### config.mk
export PLATFORM = sky130hd
export DESIGN_NAME = logon_desc_builder
export DESIGN_NICKNAME = d
export VERILOG_FILES = /design/src/design/logon_desc_pkg.sv /design/src/design/logon_desc_builder.sv /design/src/design/reserved_fill.sv /design/src/design/desc_byte_ram.sv
export VERILOG_INCLUDE_DIRS = /design/src /design/src/design
export SDC_FILE = /design/constraint.sdc
export NUM_CORES = 1
export LEC_CHECK = 0
export BUFFER_PORTS_ARGS = -buffer_cell sky130_fd_sc_hd__buf_2
export CAP_MARGIN = 20
export CORE_MARGIN = 5
export CORE_UTILIZATION = 40
export DETAILED_ROUTE_END_ITERATION = 12
export PLACE_DENSITY = 0.66
export SYNTH_ARGS = -nofsm -noshare
export SYNTH_HDL_FRONTEND = slang
export SYNTH_HIERARCHICAL = 1
export SYNTH_SLANG_ARGS = --single-unit
### constraint.sdc
create_clock -name core_clk -period 6.7 [get_ports core_clk]
set_clock_uncertainty 0.2 [all_clocks]
set_input_delay 1.34 -clock core_clk [delete_from_list [all_inputs] [get_ports core_clk]]
set_output_delay 1.34 -clock core_clk [all_outputs]
set_load 0.01 [all_outputs]
### src/design/logon_desc_map.svh
// Byte offsets, lengths, reserved masks and defaults of the logon descriptor builder
`ifndef LOGON_DESC_MAP_SVH
`define LOGON_DESC_MAP_SVH

// Descriptor tag default; the real tag comes from the tag table outside this block
`define LID_TAG_DEFAULT      8'h00

// Byte offsets inside the descriptor
`define LID_OFS_TAG          4'h0
`define LID_OFS_LEN          4'h1
`define LID_OFS_GROUP        4'h2
`define LID_OFS_LOGON_HI     4'h3
`define LID_OFS_LOGON_LO     4'h4
`define LID_OFS_FLAGS        4'h5
`define LID_OFS_BURST        4'h6
`define LID_OFS_PATH         4'h7
`define LID_OFS_CHAN_HI      4'h8
`define LID_OFS_CHAN_LO      4'h9
`define LID_OFS_FWD_RSV      4'hA
`define LID_OFS_FWD_PATH     4'hB
`define LID_OFS_FWD_CHAN_HI  4'hC
`define LID_OFS_FWD_CHAN_LO  4'hD

// Length byte values: bytes that follow the length byte
`define LID_LEN_ATM_IP       8'h08
`define LID_LEN_ATM_SIG      8'h0C
`define LID_LEN_TS           8'h06
`define LID_LEN_TS_CTRL      8'h08

// Reserved bit masks, leading bits of each byte except LID_RSV_PATH, which covers the trailing four bits
`define LID_RSV_FLAGS        8'hE0
`define LID_RSV_BURST        8'hC0
`define LID_RSV_PATH         8'h0F
`define LID_RSV_CTRL_PID     8'hE0

// Default connection-signalling circuit 0/5
`define LID_SIG_PATH_DEF     8'h00
`define LID_SIG_CHAN_DEF     16'h0005

// Seed of the reserved-bit scrambler
`define LID_FILL_SEED        16'hACE1

`endif

### src/design/logon_desc_pkg.sv
// Types shared by the logon descriptor builder
package logon_desc_pkg;

    // Builder states, one-hot
    typedef enum logic [3:0] {
        ST_IDLE  = 4'h1,
        ST_BUILD = 4'h2,
        ST_FETCH = 4'h4,
        ST_SEND  = 4'h8
    } build_state_e;

    // Network method flags in their byte order
    typedef struct packed {
        logic secHandshake;
        logic prefixMethod;
        logic unitLabelling;
        logic miniSlot;
        logic contentionMiniSlot;
    } method_flags_s;

endpackage : logon_desc_pkg

### src/design/logon_desc_builder.sv
// Hub-side builder that assembles and streams the logon initialisation descriptor
`timescale 1ns/1ps
`default_nettype none
`include "logon_desc_map.svh"

module logon_desc_builder
    import logon_desc_pkg::*;
#(
    parameter logic [7:0] DESC_TAG = `LID_TAG_DEFAULT,
    parameter int         DEPTH    = 16,
    parameter int         AW       = 4
) (
    input  wire logic        core_clk,
    input  wire logic        rst,
    input  wire logic        start,           // Build and send one descriptor
    input  wire logic        encrypt,         // Message will be encrypted
    input  wire logic [7:0]  terminalA,       // Group identifier
    input  wire logic [15:0] terminalB,       // Logon identifier
    input  wire logic        secHandshake,    // Security handshake required
    input  wire logic        prefixMethod,    // Prefix method in use
    input  wire logic        unitLabelling,   // Data unit labelling in use
    input  wire logic        miniSlot,        // Mini-slot method in use
    input  wire logic        contMiniSlot,    // Contention mini-slot in use
    input  wire logic        burstType,       // 0 ATM cells, 1 transport stream
    input  wire logic        connectivity,    // 0 IP, 1 ATM
    input  wire logic [7:0]  retPathId,       // Return path identifier
    input  wire logic [15:0] retChanId,       // Return channel identifier
    input  wire logic [7:0]  retSigPathId,    // Return signalling path
    input  wire logic [15:0] retSigChanId,    // Return signalling channel
    input  wire logic [7:0]  fwdSigPathId,    // Forward signalling path
    input  wire logic [15:0] fwdSigChanId,    // Forward signalling channel
    input  wire logic [12:0] retTrafficPid,   // Return traffic PID
    input  wire logic [12:0] retControlPid,   // Return control PID
    input  wire logic        txReady,         // Downstream takes a byte
    output logic      [7:0]  txData,          // Descriptor byte
    output logic             txValid,         // Byte valid
    output logic             txFirst,         // Tag byte
    output logic             txLast,          // Final byte
    output logic             busy,            // Build or send in progress
    output logic             done             // One-cycle end pulse
);

    // Control state
    build_state_e  state_reg,  state_next;   // Sequencer
    logic [AW-1:0] idx_reg,    idx_next;     // Byte index
    logic [AW-1:0] lastIdx_reg, lastIdx_next; // Index of final byte
    logic [7:0]    len_reg,    len_next;     // Length byte value
    logic          enc_reg,    enc_next;     // Latched encrypt
    // Latched fields
    logic [7:0]    grp_reg,    grp_next;
    logic [15:0]   lid_reg,    lid_next;
    method_flags_s flg_reg,    flg_next;
    logic          bt_reg,     bt_next;
    logic          conn_reg,   conn_next;
    logic [7:0]    path_reg,   path_next;    // Return or return signalling path
    logic [15:0]   chan_reg,   chan_next;    // Return or return signalling channel
    logic [7:0]    fPath_reg,  fPath_next;
    logic [15:0]   fChan_reg,  fChan_next;
    logic [12:0]   tPid_reg,   tPid_next;
    logic [12:0]   cPid_reg,   cPid_next;
    // Output registers
    logic [7:0]    txData_reg, txData_next;
    logic          txValid_reg, txValid_next;
    logic          txFirst_reg, txFirst_next;
    logic          txLast_reg,  txLast_next;
    logic          done_reg,    done_next;
    logic          busy_reg,    busy_next;   // Build or send in progress
    // Datapath helpers
    logic [7:0]    fillByte;     // Random reserved fill
    logic [7:0]    rsv;          // Reserved fill in use
    logic [7:0]    byteVal;      // Byte for current index
    logic [7:0]    newLen;       // Length for the request
    logic [7:0]    rdData;       // Stored byte
    logic          building;     // Writing the store

    assign building = (state_reg == ST_BUILD);

    // Random source advances once per built byte
    reserved_fill u_fill (
        .core_clk (core_clk),
        .rst      (rst),
        .step     (building),
        .fillByte (fillByte)
    );

    // Descriptor byte store
    desc_byte_ram #(
        .WIDTH (8),
        .DEPTH (DEPTH),
        .AW    (AW)
    ) u_ram (
        .core_clk (core_clk),
        .rst      (rst),
        .wrEn     (building),
        .wrAddr   (idx_reg),
        .wrData   (byteVal),
        .rdAddr   (idx_next),
        .rdData   (rdData)
    );

    // Length of the requested layout
    always_comb begin
        if (burstType) begin
            newLen = unitLabelling ? `LID_LEN_TS_CTRL : `LID_LEN_TS;
        end else begin
            newLen = connectivity ? `LID_LEN_ATM_SIG : `LID_LEN_ATM_IP;
        end
    end

    // Reserved bits: random when encrypted, else zero
    assign rsv = enc_reg ? fillByte : 8'h00;

    // Byte at the current index
    always_comb begin
        byteVal = 8'h00;
        unique case (idx_reg)
            `LID_OFS_TAG:      byteVal = DESC_TAG;
            `LID_OFS_LEN:      byteVal = len_reg;
            `LID_OFS_GROUP:    byteVal = grp_reg;
            `LID_OFS_LOGON_HI: byteVal = lid_reg[15:8];
            `LID_OFS_LOGON_LO: byteVal = lid_reg[7:0];
            // Three reserved then five flags
            `LID_OFS_FLAGS:    byteVal = (rsv & `LID_RSV_FLAGS) | {3'h0, flg_reg};
            // Two reserved, burst type, then connectivity or PID high
            `LID_OFS_BURST: begin
                if (bt_reg) begin
                    byteVal = (rsv & `LID_RSV_BURST) | {3'h1, tPid_reg[12:8]};
                end else begin
                    byteVal = (rsv & (`LID_RSV_BURST | `LID_RSV_PATH))
                            | {2'h0, 1'b0, conn_reg, 4'h0};
                end
            end
            // Path identifier or PID low
            `LID_OFS_PATH:     byteVal = bt_reg ? tPid_reg[7:0] : path_reg;
            `LID_OFS_CHAN_HI: begin
                if (bt_reg) begin
                    byteVal = (rsv & `LID_RSV_CTRL_PID) | {3'h0, cPid_reg[12:8]};
                end else begin
                    byteVal = chan_reg[15:8];
                end
            end
            `LID_OFS_CHAN_LO:     byteVal = bt_reg ? cPid_reg[7:0] : chan_reg[7:0];
            // Eight reserved before the forward path
            `LID_OFS_FWD_RSV:     byteVal = rsv;
            `LID_OFS_FWD_PATH:    byteVal = fPath_reg;
            `LID_OFS_FWD_CHAN_HI: byteVal = fChan_reg[15:8];
            `LID_OFS_FWD_CHAN_LO: byteVal = fChan_reg[7:0];
            default:              byteVal = 8'h00;
        endcase
    end

    // Sequencer and field capture, next values
    always_comb begin
        state_next   = state_reg;
        idx_next     = idx_reg;
        lastIdx_next = lastIdx_reg;
        len_next     = len_reg;
        enc_next     = enc_reg;
        grp_next     = grp_reg;
        lid_next     = lid_reg;
        flg_next     = flg_reg;
        bt_next      = bt_reg;
        conn_next    = conn_reg;
        path_next    = path_reg;
        chan_next    = chan_reg;
        fPath_next   = fPath_reg;
        fChan_next   = fChan_reg;
        tPid_next    = tPid_reg;
        cPid_next    = cPid_reg;
        txData_next  = txData_reg;
        txValid_next = txValid_reg;
        txFirst_next = txFirst_reg;
        txLast_next  = txLast_reg;
        done_next    = 1'b0;
        unique case (state_reg)
            // Capture a request; starts while busy are ignored
            ST_IDLE: begin
                if (start) begin
                    state_next   = ST_BUILD;
                    idx_next     = '0;
                    len_next     = newLen;
                    lastIdx_next = AW'(newLen + 8'h01);
                    enc_next     = encrypt;
                    grp_next     = terminalA;
                    lid_next     = terminalB;
                    flg_next     = '{secHandshake, prefixMethod, unitLabelling,
                                     miniSlot, contMiniSlot};
                    bt_next      = burstType;
                    conn_next    = burstType ? 1'b0 : connectivity;
                    path_next    = connectivity ? retSigPathId : retPathId;
                    chan_next    = connectivity ? retSigChanId : retChanId;
                    fPath_next   = fwdSigPathId;
                    fChan_next   = fwdSigChanId;
                    tPid_next    = retTrafficPid;
                    cPid_next    = retControlPid;
                end
            end
            // One byte written to the store per cycle
            ST_BUILD: begin
                if (idx_reg == lastIdx_reg) begin
                    state_next = ST_FETCH;
                    idx_next   = '0;
                end else begin
                    idx_next = idx_reg + AW'(1);
                end
            end
            // Stored byte has arrived; present it
            ST_FETCH: begin
                state_next   = ST_SEND;
                txData_next  = rdData;
                txValid_next = 1'b1;
                txFirst_next = (idx_reg == '0);
                txLast_next  = (idx_reg == lastIdx_reg);
            end
            // Hold byte until downstream takes it
            ST_SEND: begin
                if (txReady) begin
                    txValid_next = 1'b0;
                    txFirst_next = 1'b0;
                    txLast_next  = 1'b0;
                    if (txLast_reg) begin
                        state_next = ST_IDLE;
                        done_next  = 1'b1;
                    end else begin
                        state_next = ST_FETCH;
                        idx_next   = idx_reg + AW'(1);
                    end
                end
            end
        endcase
        // Busy follows the next state so the output is a flop
        busy_next = (state_next != ST_IDLE);
    end

    // Sequencer and field registers
    always_ff @(posedge core_clk or posedge rst) begin
        if (rst) begin
            state_reg   <= ST_IDLE;
            idx_reg     <= '0;
            lastIdx_reg <= '0;
            len_reg     <= 8'h00;
            enc_reg     <= 1'b0;
            grp_reg     <= 8'h00;
            lid_reg     <= 16'h0000;
            flg_reg     <= '0;
            bt_reg      <= 1'b0;
            conn_reg    <= 1'b0;
            path_reg    <= `LID_SIG_PATH_DEF;
            chan_reg    <= `LID_SIG_CHAN_DEF;
            fPath_reg   <= `LID_SIG_PATH_DEF;
            fChan_reg   <= `LID_SIG_CHAN_DEF;
            tPid_reg    <= 13'h0000;
            cPid_reg    <= 13'h0000;
            txData_reg  <= 8'h00;
            txValid_reg <= 1'b0;
            txFirst_reg <= 1'b0;
            txLast_reg  <= 1'b0;
            done_reg    <= 1'b0;
            busy_reg    <= 1'b0;
        end else begin
            state_reg   <= state_next;
            idx_reg     <= idx_next;
            lastIdx_reg <= lastIdx_next;
            len_reg     <= len_next;
            enc_reg     <= enc_next;
            grp_reg     <= grp_next;
            lid_reg     <= lid_next;
            flg_reg     <= flg_next;
            bt_reg      <= bt_next;
            conn_reg    <= conn_next;
            path_reg    <= path_next;
            chan_reg    <= chan_next;
            fPath_reg   <= fPath_next;
            fChan_reg   <= fChan_next;
            tPid_reg    <= tPid_next;
            cPid_reg    <= cPid_next;
            txData_reg  <= txData_next;
            txValid_reg <= txValid_next;
            txFirst_reg <= txFirst_next;
            txLast_reg  <= txLast_next;
            done_reg    <= done_next;
            busy_reg    <= busy_next;
        end
    end

    // Outputs straight from flops
    assign txData  = txData_reg;
    assign txValid = txValid_reg;
    assign txFirst = txFirst_reg;
    assign txLast  = txLast_reg;
    assign busy    = busy_reg;
    assign done    = done_reg;

endmodule : logon_desc_builder
`default_nettype wire

### src/design/reserved_fill.sv
// Pseudo-random byte source for reserved bits of encrypted messages
`timescale 1ns/1ps
`default_nettype none
`include "logon_desc_map.svh"

module reserved_fill #(
    parameter logic [15:0] SEED = `LID_FILL_SEED
) (
    input  wire logic       core_clk,
    input  wire logic       rst,
    input  wire logic       step,      // Advance one state
    output logic      [7:0] fillByte   // Current random byte
);

    logic [15:0] lfsr_reg;   // Galois shift state
    logic [15:0] lfsr_next;  // Next state

    // Galois step, taps 16,14,13,11
    always_comb begin
        lfsr_next = lfsr_reg;
        if (step) begin
            lfsr_next = {1'b0, lfsr_reg[15:1]} ^ (lfsr_reg[0] ? 16'hB400 : 16'h0000);
        end
    end

    // State register
    always_ff @(posedge core_clk or posedge rst) begin
        if (rst) begin
            lfsr_reg <= SEED;
        end else begin
            lfsr_reg <= lfsr_next;
        end
    end

    assign fillByte = lfsr_reg[7:0];

endmodule : reserved_fill
`default_nettype wire

### src/design/desc_byte_ram.sv
// Small byte store holding one assembled descriptor, registered read
`timescale 1ns/1ps
`default_nettype none

module desc_byte_ram #(
    parameter int WIDTH = 8,
    parameter int DEPTH = 16,
    parameter int AW    = 4
) (
    input  wire logic             core_clk,
    input  wire logic             rst,
    input  wire logic             wrEn,    // Write strobe
    input  wire logic [AW-1:0]    wrAddr,  // Write address
    input  wire logic [WIDTH-1:0] wrData,  // Write data
    input  wire logic [AW-1:0]    rdAddr,  // Read address, sampled each edge
    output logic      [WIDTH-1:0] rdData   // Read data, registered
);

    logic [WIDTH-1:0] mem [DEPTH];  // Storage, no reset needed

    // Write port
    always_ff @(posedge core_clk) begin
        if (wrEn) begin
            mem[wrAddr] <= wrData;
        end
    end

    // Registered read port
    always_ff @(posedge core_clk or posedge rst) begin
        if (rst) begin
            rdData <= '0;
        end else begin
            rdData <= mem[rdAddr];
        end
    end

endmodule : desc_byte_ram
`default_nettype wire

# After elaboration in Yosys (flattened, before gate mapping)

Memories as Yosys holds them, arrays and structs flattened. A register that Yosys moved wholly into a read port is not among the register bits.
Cells that the tools add are included.

$add $sub $neg: 2
$mul: 0
Divide/modulo/power cells: 0
Magnitude comparators: 0
Equal/unequal tests: 20
Shift operators: 0
Muxes and demuxes: 32
Bitwise gates (word level): 5
Reduce and logical (&&, ||, !) cells: 4

Operators by type and width:

| operator                                       | count |
|---|---|
| one-hot mux 8 bit (13 select lines)            | 1 |
| two-way mux 8 bit                              | 6 |
| two-way mux 4 bit                              | 9 |
| two-way mux 16 bit                             | 2 |
| == test 4 bit (second input constant)          | 7 |
| bitwise OR 8 x 5 -> 8 bit                      | 3 |
| == test 4 x 3 -> 1 bit (second input constant) | 5 |
| one-hot mux 4 bit (4 select lines)             | 1 |
| XOR 15 x 16 -> 16 bit                          | 1 |
| == test 4 x 2 -> 1 bit (second input constant) | 3 |
| one-hot mux 4 bit (3 select lines)             | 1 |
| adder 4 x 1 -> 4 bit (second input constant)   | 2 |
| == test 4 x 1 -> 1 bit (second input constant) | 2 |
| bitwise OR 8 x 6 -> 8 bit                      | 1 |
| two-way mux 1 bit                              | 7 |
| two-way mux 3 bit                              | 2 |
| one-hot mux 1 bit (2 select lines)             | 3 |
| == test 4 bit                                  | 1 |
| zero test 4 bit                                | 1 |
| != test 4 x 1 -> 1 bit (second input constant) | 1 |
| AND reduction 2 bit                            | 2 |
| != test 2 bit (second input constant)          | 1 |
| nonzero test 2 bit                             | 1 |

Register bits: 155
Latch bits: 0
RAM bits: 128
Memory bits (read-only): 0
Input bits: 134
Output and inout bits: 13
Logic and storage cells: 91
Memories: 1

Memories:

| memory    | depth | bits a word | rd ports | clocked after Yosys merged registers in | wr ports | RTL line            | text |
|---|---|---|---|---|---|---|---|
| u_ram.mem | 16    | 8           | 1        | 1                                       | 1        | desc_byte_ram.sv:19 | `logic [WIDTH-1:0] mem [DEPTH];` |

# Longest topological paths before layout

Depth after elaboration: 4
Depth in mapped cells: 11
Gate-level depth less buffers: 8

# By module

The synthesis kept the hierarchy.

By module, submodules not included:

| module             | times used | cells each | area each (µm²) | sequential area each (µm²) |
|---|---|---|---|---|
| logon_desc_builder | 1          | 586        | 6,932.9         | 3,284.4 |
| desc_byte_ram      | 1          | 230        | 5,191.2         | 4,043.9 |
| reserved_fill      | 1          | 49         | 719.4           | 410.4 |

# Worst setup path after synthesis

Ideal clock, no wire load.

Path kind: input-to-reg
Start point: input port start
End point: register u_ram.rdData[1] (read register of u_ram.mem)
Setup time: 124 ps
Arrival: 2,975 ps
Required time: 6,376 ps
Slack: 3,401 ps
Stages on the path: 10
Path buffers: 2
Path through: nor4bb_1 -> a21oi_1 -> a21o_1 -> nor2_1 -> nor2_1 -> buf_6 -> buf_6 -> mux4_1 -> a22oi_1 -> nand2_1

Longest elaborated chain between the ends: 2

Ends and longest elaborated chain:

| what                               | RTL line                  | text |
|---|---|---|
| from (decl)                        | logon_desc_builder.sv:15  | `input wire logic start,` |
| two-way mux 4 bit                  | logon_desc_builder.sv:178 | `if (start) begin` |
| one-hot mux 4 bit (3 select lines) | logon_desc_builder.sv:175 | `unique case (state_reg)` |
| named net idx_next[0]              | logon_desc_builder.sv:45  | `logic [AW-1:0] idx_reg, idx_next;` |
| to (decl)                          | desc_byte_ram.sv:16       | `output logic [WIDTH-1:0] rdData` |

The timed path passes the listed nets, and every way through them passes these cells.
A chain may end at the register's enable or synchronous reset.

# Worst setup path in the final report

Start point: register idx_reg[3]
End point: register u_ram.rdData[2] (read register of u_ram.mem)

Elaborated cells on any way between the ends: 7
Classes of those cells: add/sub (1); eq/ne (1); mux (5)

RTL lines:

| what                               | RTL line                  | text |
|---|---|---|
| from (decl)                        | logon_desc_builder.sv:45  |  |
| from (signal assigned)             | logon_desc_builder.sv:262 | `idx_reg <= idx_next;` |
| == test 4 bit                      | logon_desc_builder.sv:200 | `if (idx_reg == lastIdx_reg) begin` |
| two-way mux 4 bit                  | logon_desc_builder.sv:200 |  |
| one-hot mux 4 bit (3 select lines) | logon_desc_builder.sv:175 |  |
| named net idx_next[0]              | logon_desc_builder.sv:45  |  |

The timed path passes the listed nets, and every way through them passes these cells.

==> flow_summary.toml <==
[logic_synthesis]
synthDominantCellAreaShare = 0.2993
synth_cells = 865
ys_ff_latch = 283
postSynth.asyncResetShare = 0.5477
syn_avg_cell_area_um2 = 14.85
netlist-cell-type-count = 60
ys_seq_area_frac = 0.6025
synth_most_common_cell = "dfrtp_1"
synthFlopType = "dfrtp_1"
yosys-top-cells-area = "edfxtp_1 30%, dfrtp_1 28%, mux2_4 9.9%"
synth_area_um2 = 12840
synthTopCellsByCount = "142 x dfrtp_1, 128 x edfxtp_1, 96 x nand2_1"
synth_edf_count = 128
syn-num-nets = 1005
ys_warn_count = 6
yosys.area.top_type = "edfxtp_1"

[floorplanning]
dieArea_um2 = 35790
die_w_um = 189.2
num_rows = 65
ios = 147
fp.dieH_um = 189.2
core_um2 = 31640
start_util = 0.4060

[cells_and_area]
nets = 1137
ff_latch_area_um2 = 7739
largest_register = "u_ram/mem"
synthToLayoutAreaGrowth_pct = 14.60
largest_reg_flops = 128
fill_cells = 2728
drive_above_1_share = 0.3428
multi_input_area_um2 = 4581
final_util = 0.4653

[critical_path]
worst-path-buf-inv = 1
cp.arrival_ns = 4.07
critPathCaptureType = "flop"
path_class = "flop to flop"
crit_chain = "xor2_1, o41ai_1, o21ai_2, nor2_1, nor2_4, buf_4, mux4_1, a22oi_1, nand2_1"
crit_slowest_cell = "dfrtp_1"
cp_top_family = "compound AO/OA/AOI/OAI gates"
max_stage_delay_ns = 0.88
required_ns = 6.95
startpoint_type = "flop"
worst-path-max-fanout = 33

[drt]
drt_iter0_markers = 782
routed_wl_mm = 30.70
drtAntennaViolNets = 0
routedWlPerCell_um = 21.56
drc = 0
first_pass_iters = 6
via_per_inst = 5.476
via_count = 7798

[placement]
numPortBuffers = 146
gp_congestion = 0.9346
dp_hpwl_mm = 21.07
place_ws_ns = 2.658

[clock_network]
cts_max_level = 1
root_buffer = "clkbuf_16"
cts_resized = 0
cts_setup_buffers = 0
cts_tree = "built"
cts.sinks = 283
cts_max_path_buffers = 3
clkLatencyLatePin_ns = 0.56
cts_hold_buf = 0
cts_buffers = 30
clk_pin_slew_ns = 0.07

[sta]
relSlewSlack = 0.2292
tightest_slew_ns = 1.150
min_period_over_period = 0.5701
grt_setup_unrepaired = "false"
min_period_ns = 3.820
finalHoldViolCount = 0
setup_viol_count_final = 0
finalSetupTns_ns = 0
report.final.slew_viol_count = 0
max_freq_mhz = 261.8
setup_slack_ns = 2.880

[global_route]
grt.busiest_layer = "met2"
antenna_found_initial = 1
grt_max_degree = 85
use_met3 = 0.03355
overflow = 0
grt_usage = 0.1691
grt_pass1_wl_mm = 47.04
grt_pass1_vias = 7945
met1_usage = 0.2413
grt_util_met2 = 0.2643

[hold_path]
hold_class = "flop to flop"

[run]
drv_cap = 0

[outcome]
status = "complete, no violations"

[power]
peakVddDrop_mv = 0.3911
powerDensity_nw_per_um2 = 434.6
leakagePower_uw = 0.006436
-- worst paths after layout --
kind                                   end  slack, ns  cells past startpoint       startpoint
max                        u_ram/rdData[2]       2.88                      9       idx_reg[3]
min                              txData[0]       0.24                      2  u_ram/rdData[0]
max reg2reg                u_ram/rdData[2]       2.88                      9       idx_reg[3]
min reg2reg                      txData[0]       0.24                      2  u_ram/rdData[0]
max in group asynchronous         conn_reg       4.26                      3              rst
min in group asynchronous  u_ram/rdData[6]       0.62                      2              rst
-- power by group --
part / switching, µW / internal [µW]
Clock: 674 / 953
Combinational: 1220 / 987
Sequential: 265 / 2290
-- cell families (layout without fill, tap and decap cells) --
group,after synthesis,count (layout),share of synthesized area
multiplexers,183,183,0.2121
AO/OA/AOI/OAI,124,124,0.06352
AND/OR/NAND/NOR,190,190,0.06780
other,0,1,0
XOR/XNOR,7,7,0.004774
flip-flops,283,283,0.6025
adder cells (fa/ha/maj),6,6,0.005845
buffers and inverters,72,228,0.04345
-- cells in the final DEF, fill, tap and decap left out, drive strengths merged, types with 2 or more instances in the layout --
cell | Yosys | final
a211oi | 2 | 2
a21o | 3 | 3
a21oi | 10 | 10
a22o | 6 | 6
a22oi | 25 | 25
a311oi | 2 | 2
a31oi | 2 | 2
a32o | 2 | 2
a32oi | 3 | 3
and2 | 3 | 3
and3 | 3 | 3
buf | 43 | 161
clkbuf | 15 | 40
clkinv | 0 | 13
dfrtp | 142 | 142
dfstp | 13 | 13
edfxtp | 128 | 128
ha | 6 | 6
inv | 11 | 12
mux2 | 96 | 96
mux2i | 55 | 55
mux4 | 32 | 32
nand2 | 96 | 96
nand2b | 7 | 7
nand3 | 15 | 15
nand3b | 3 | 3
nand4 | 5 | 5
nor2 | 30 | 30
nor2b | 8 | 8
nor3 | 9 | 9
nor4 | 3 | 3
o21ai | 45 | 45
o221ai | 4 | 4
o22ai | 10 | 10
o2bb2ai | 3 | 3
o32ai | 2 | 2
o41ai | 2 | 2
xnor2 | 3 | 3
xor2 | 4 | 4
-- cell type report --
class | instances | area share
clock inverters | 16 | 0.008331
multi-input cells | 510 | 0.3112
well taps | 402 | 0.03417
clock buffers | 40 | 0.05916
diodes | 1 | 0.0001700
repair buffers | 161 | 0.05806
flip-flops and latches | 283 | 0.5258
inverters | 11 | 0.003145
-- worst register-to-register path: cells and delay by family (launching register included) --
| family | cells | cell delay, ns |
|---|---|---|
| buf+inv | 1 | 0.32 |
| mux | 1 | 0.61 |
| xor+xnor | 1 | 0.20 |
| flops | 1 | 0.88 |
| simple gates | 3 | 0.35 |
| compound gates | 3 | 1.16 |
-- routing by layer --
layer | part of all wire | wire length (µm)
met2 | 0.46 | 14010
met1 | 0.44 | 13420
met5 | 0 | 0
met4 | 0.028 | 875
met3 | 0.078 | 2407
-- stage by stage --
stage,hold WS (ns),instance area (µm²),instances,power (µW)
after floorplan,0.2143,12840,865,4212
after global placement,0.2306,13670,1362,4739
after detailed placement,0.2390,13690,1363,4786
after CTS,0.2488,14680,1419,6425
after global routing,0.2767,14720,1423,6704
final,0.2372,14720,1424,6397
(Power assumes the default switching activity.)
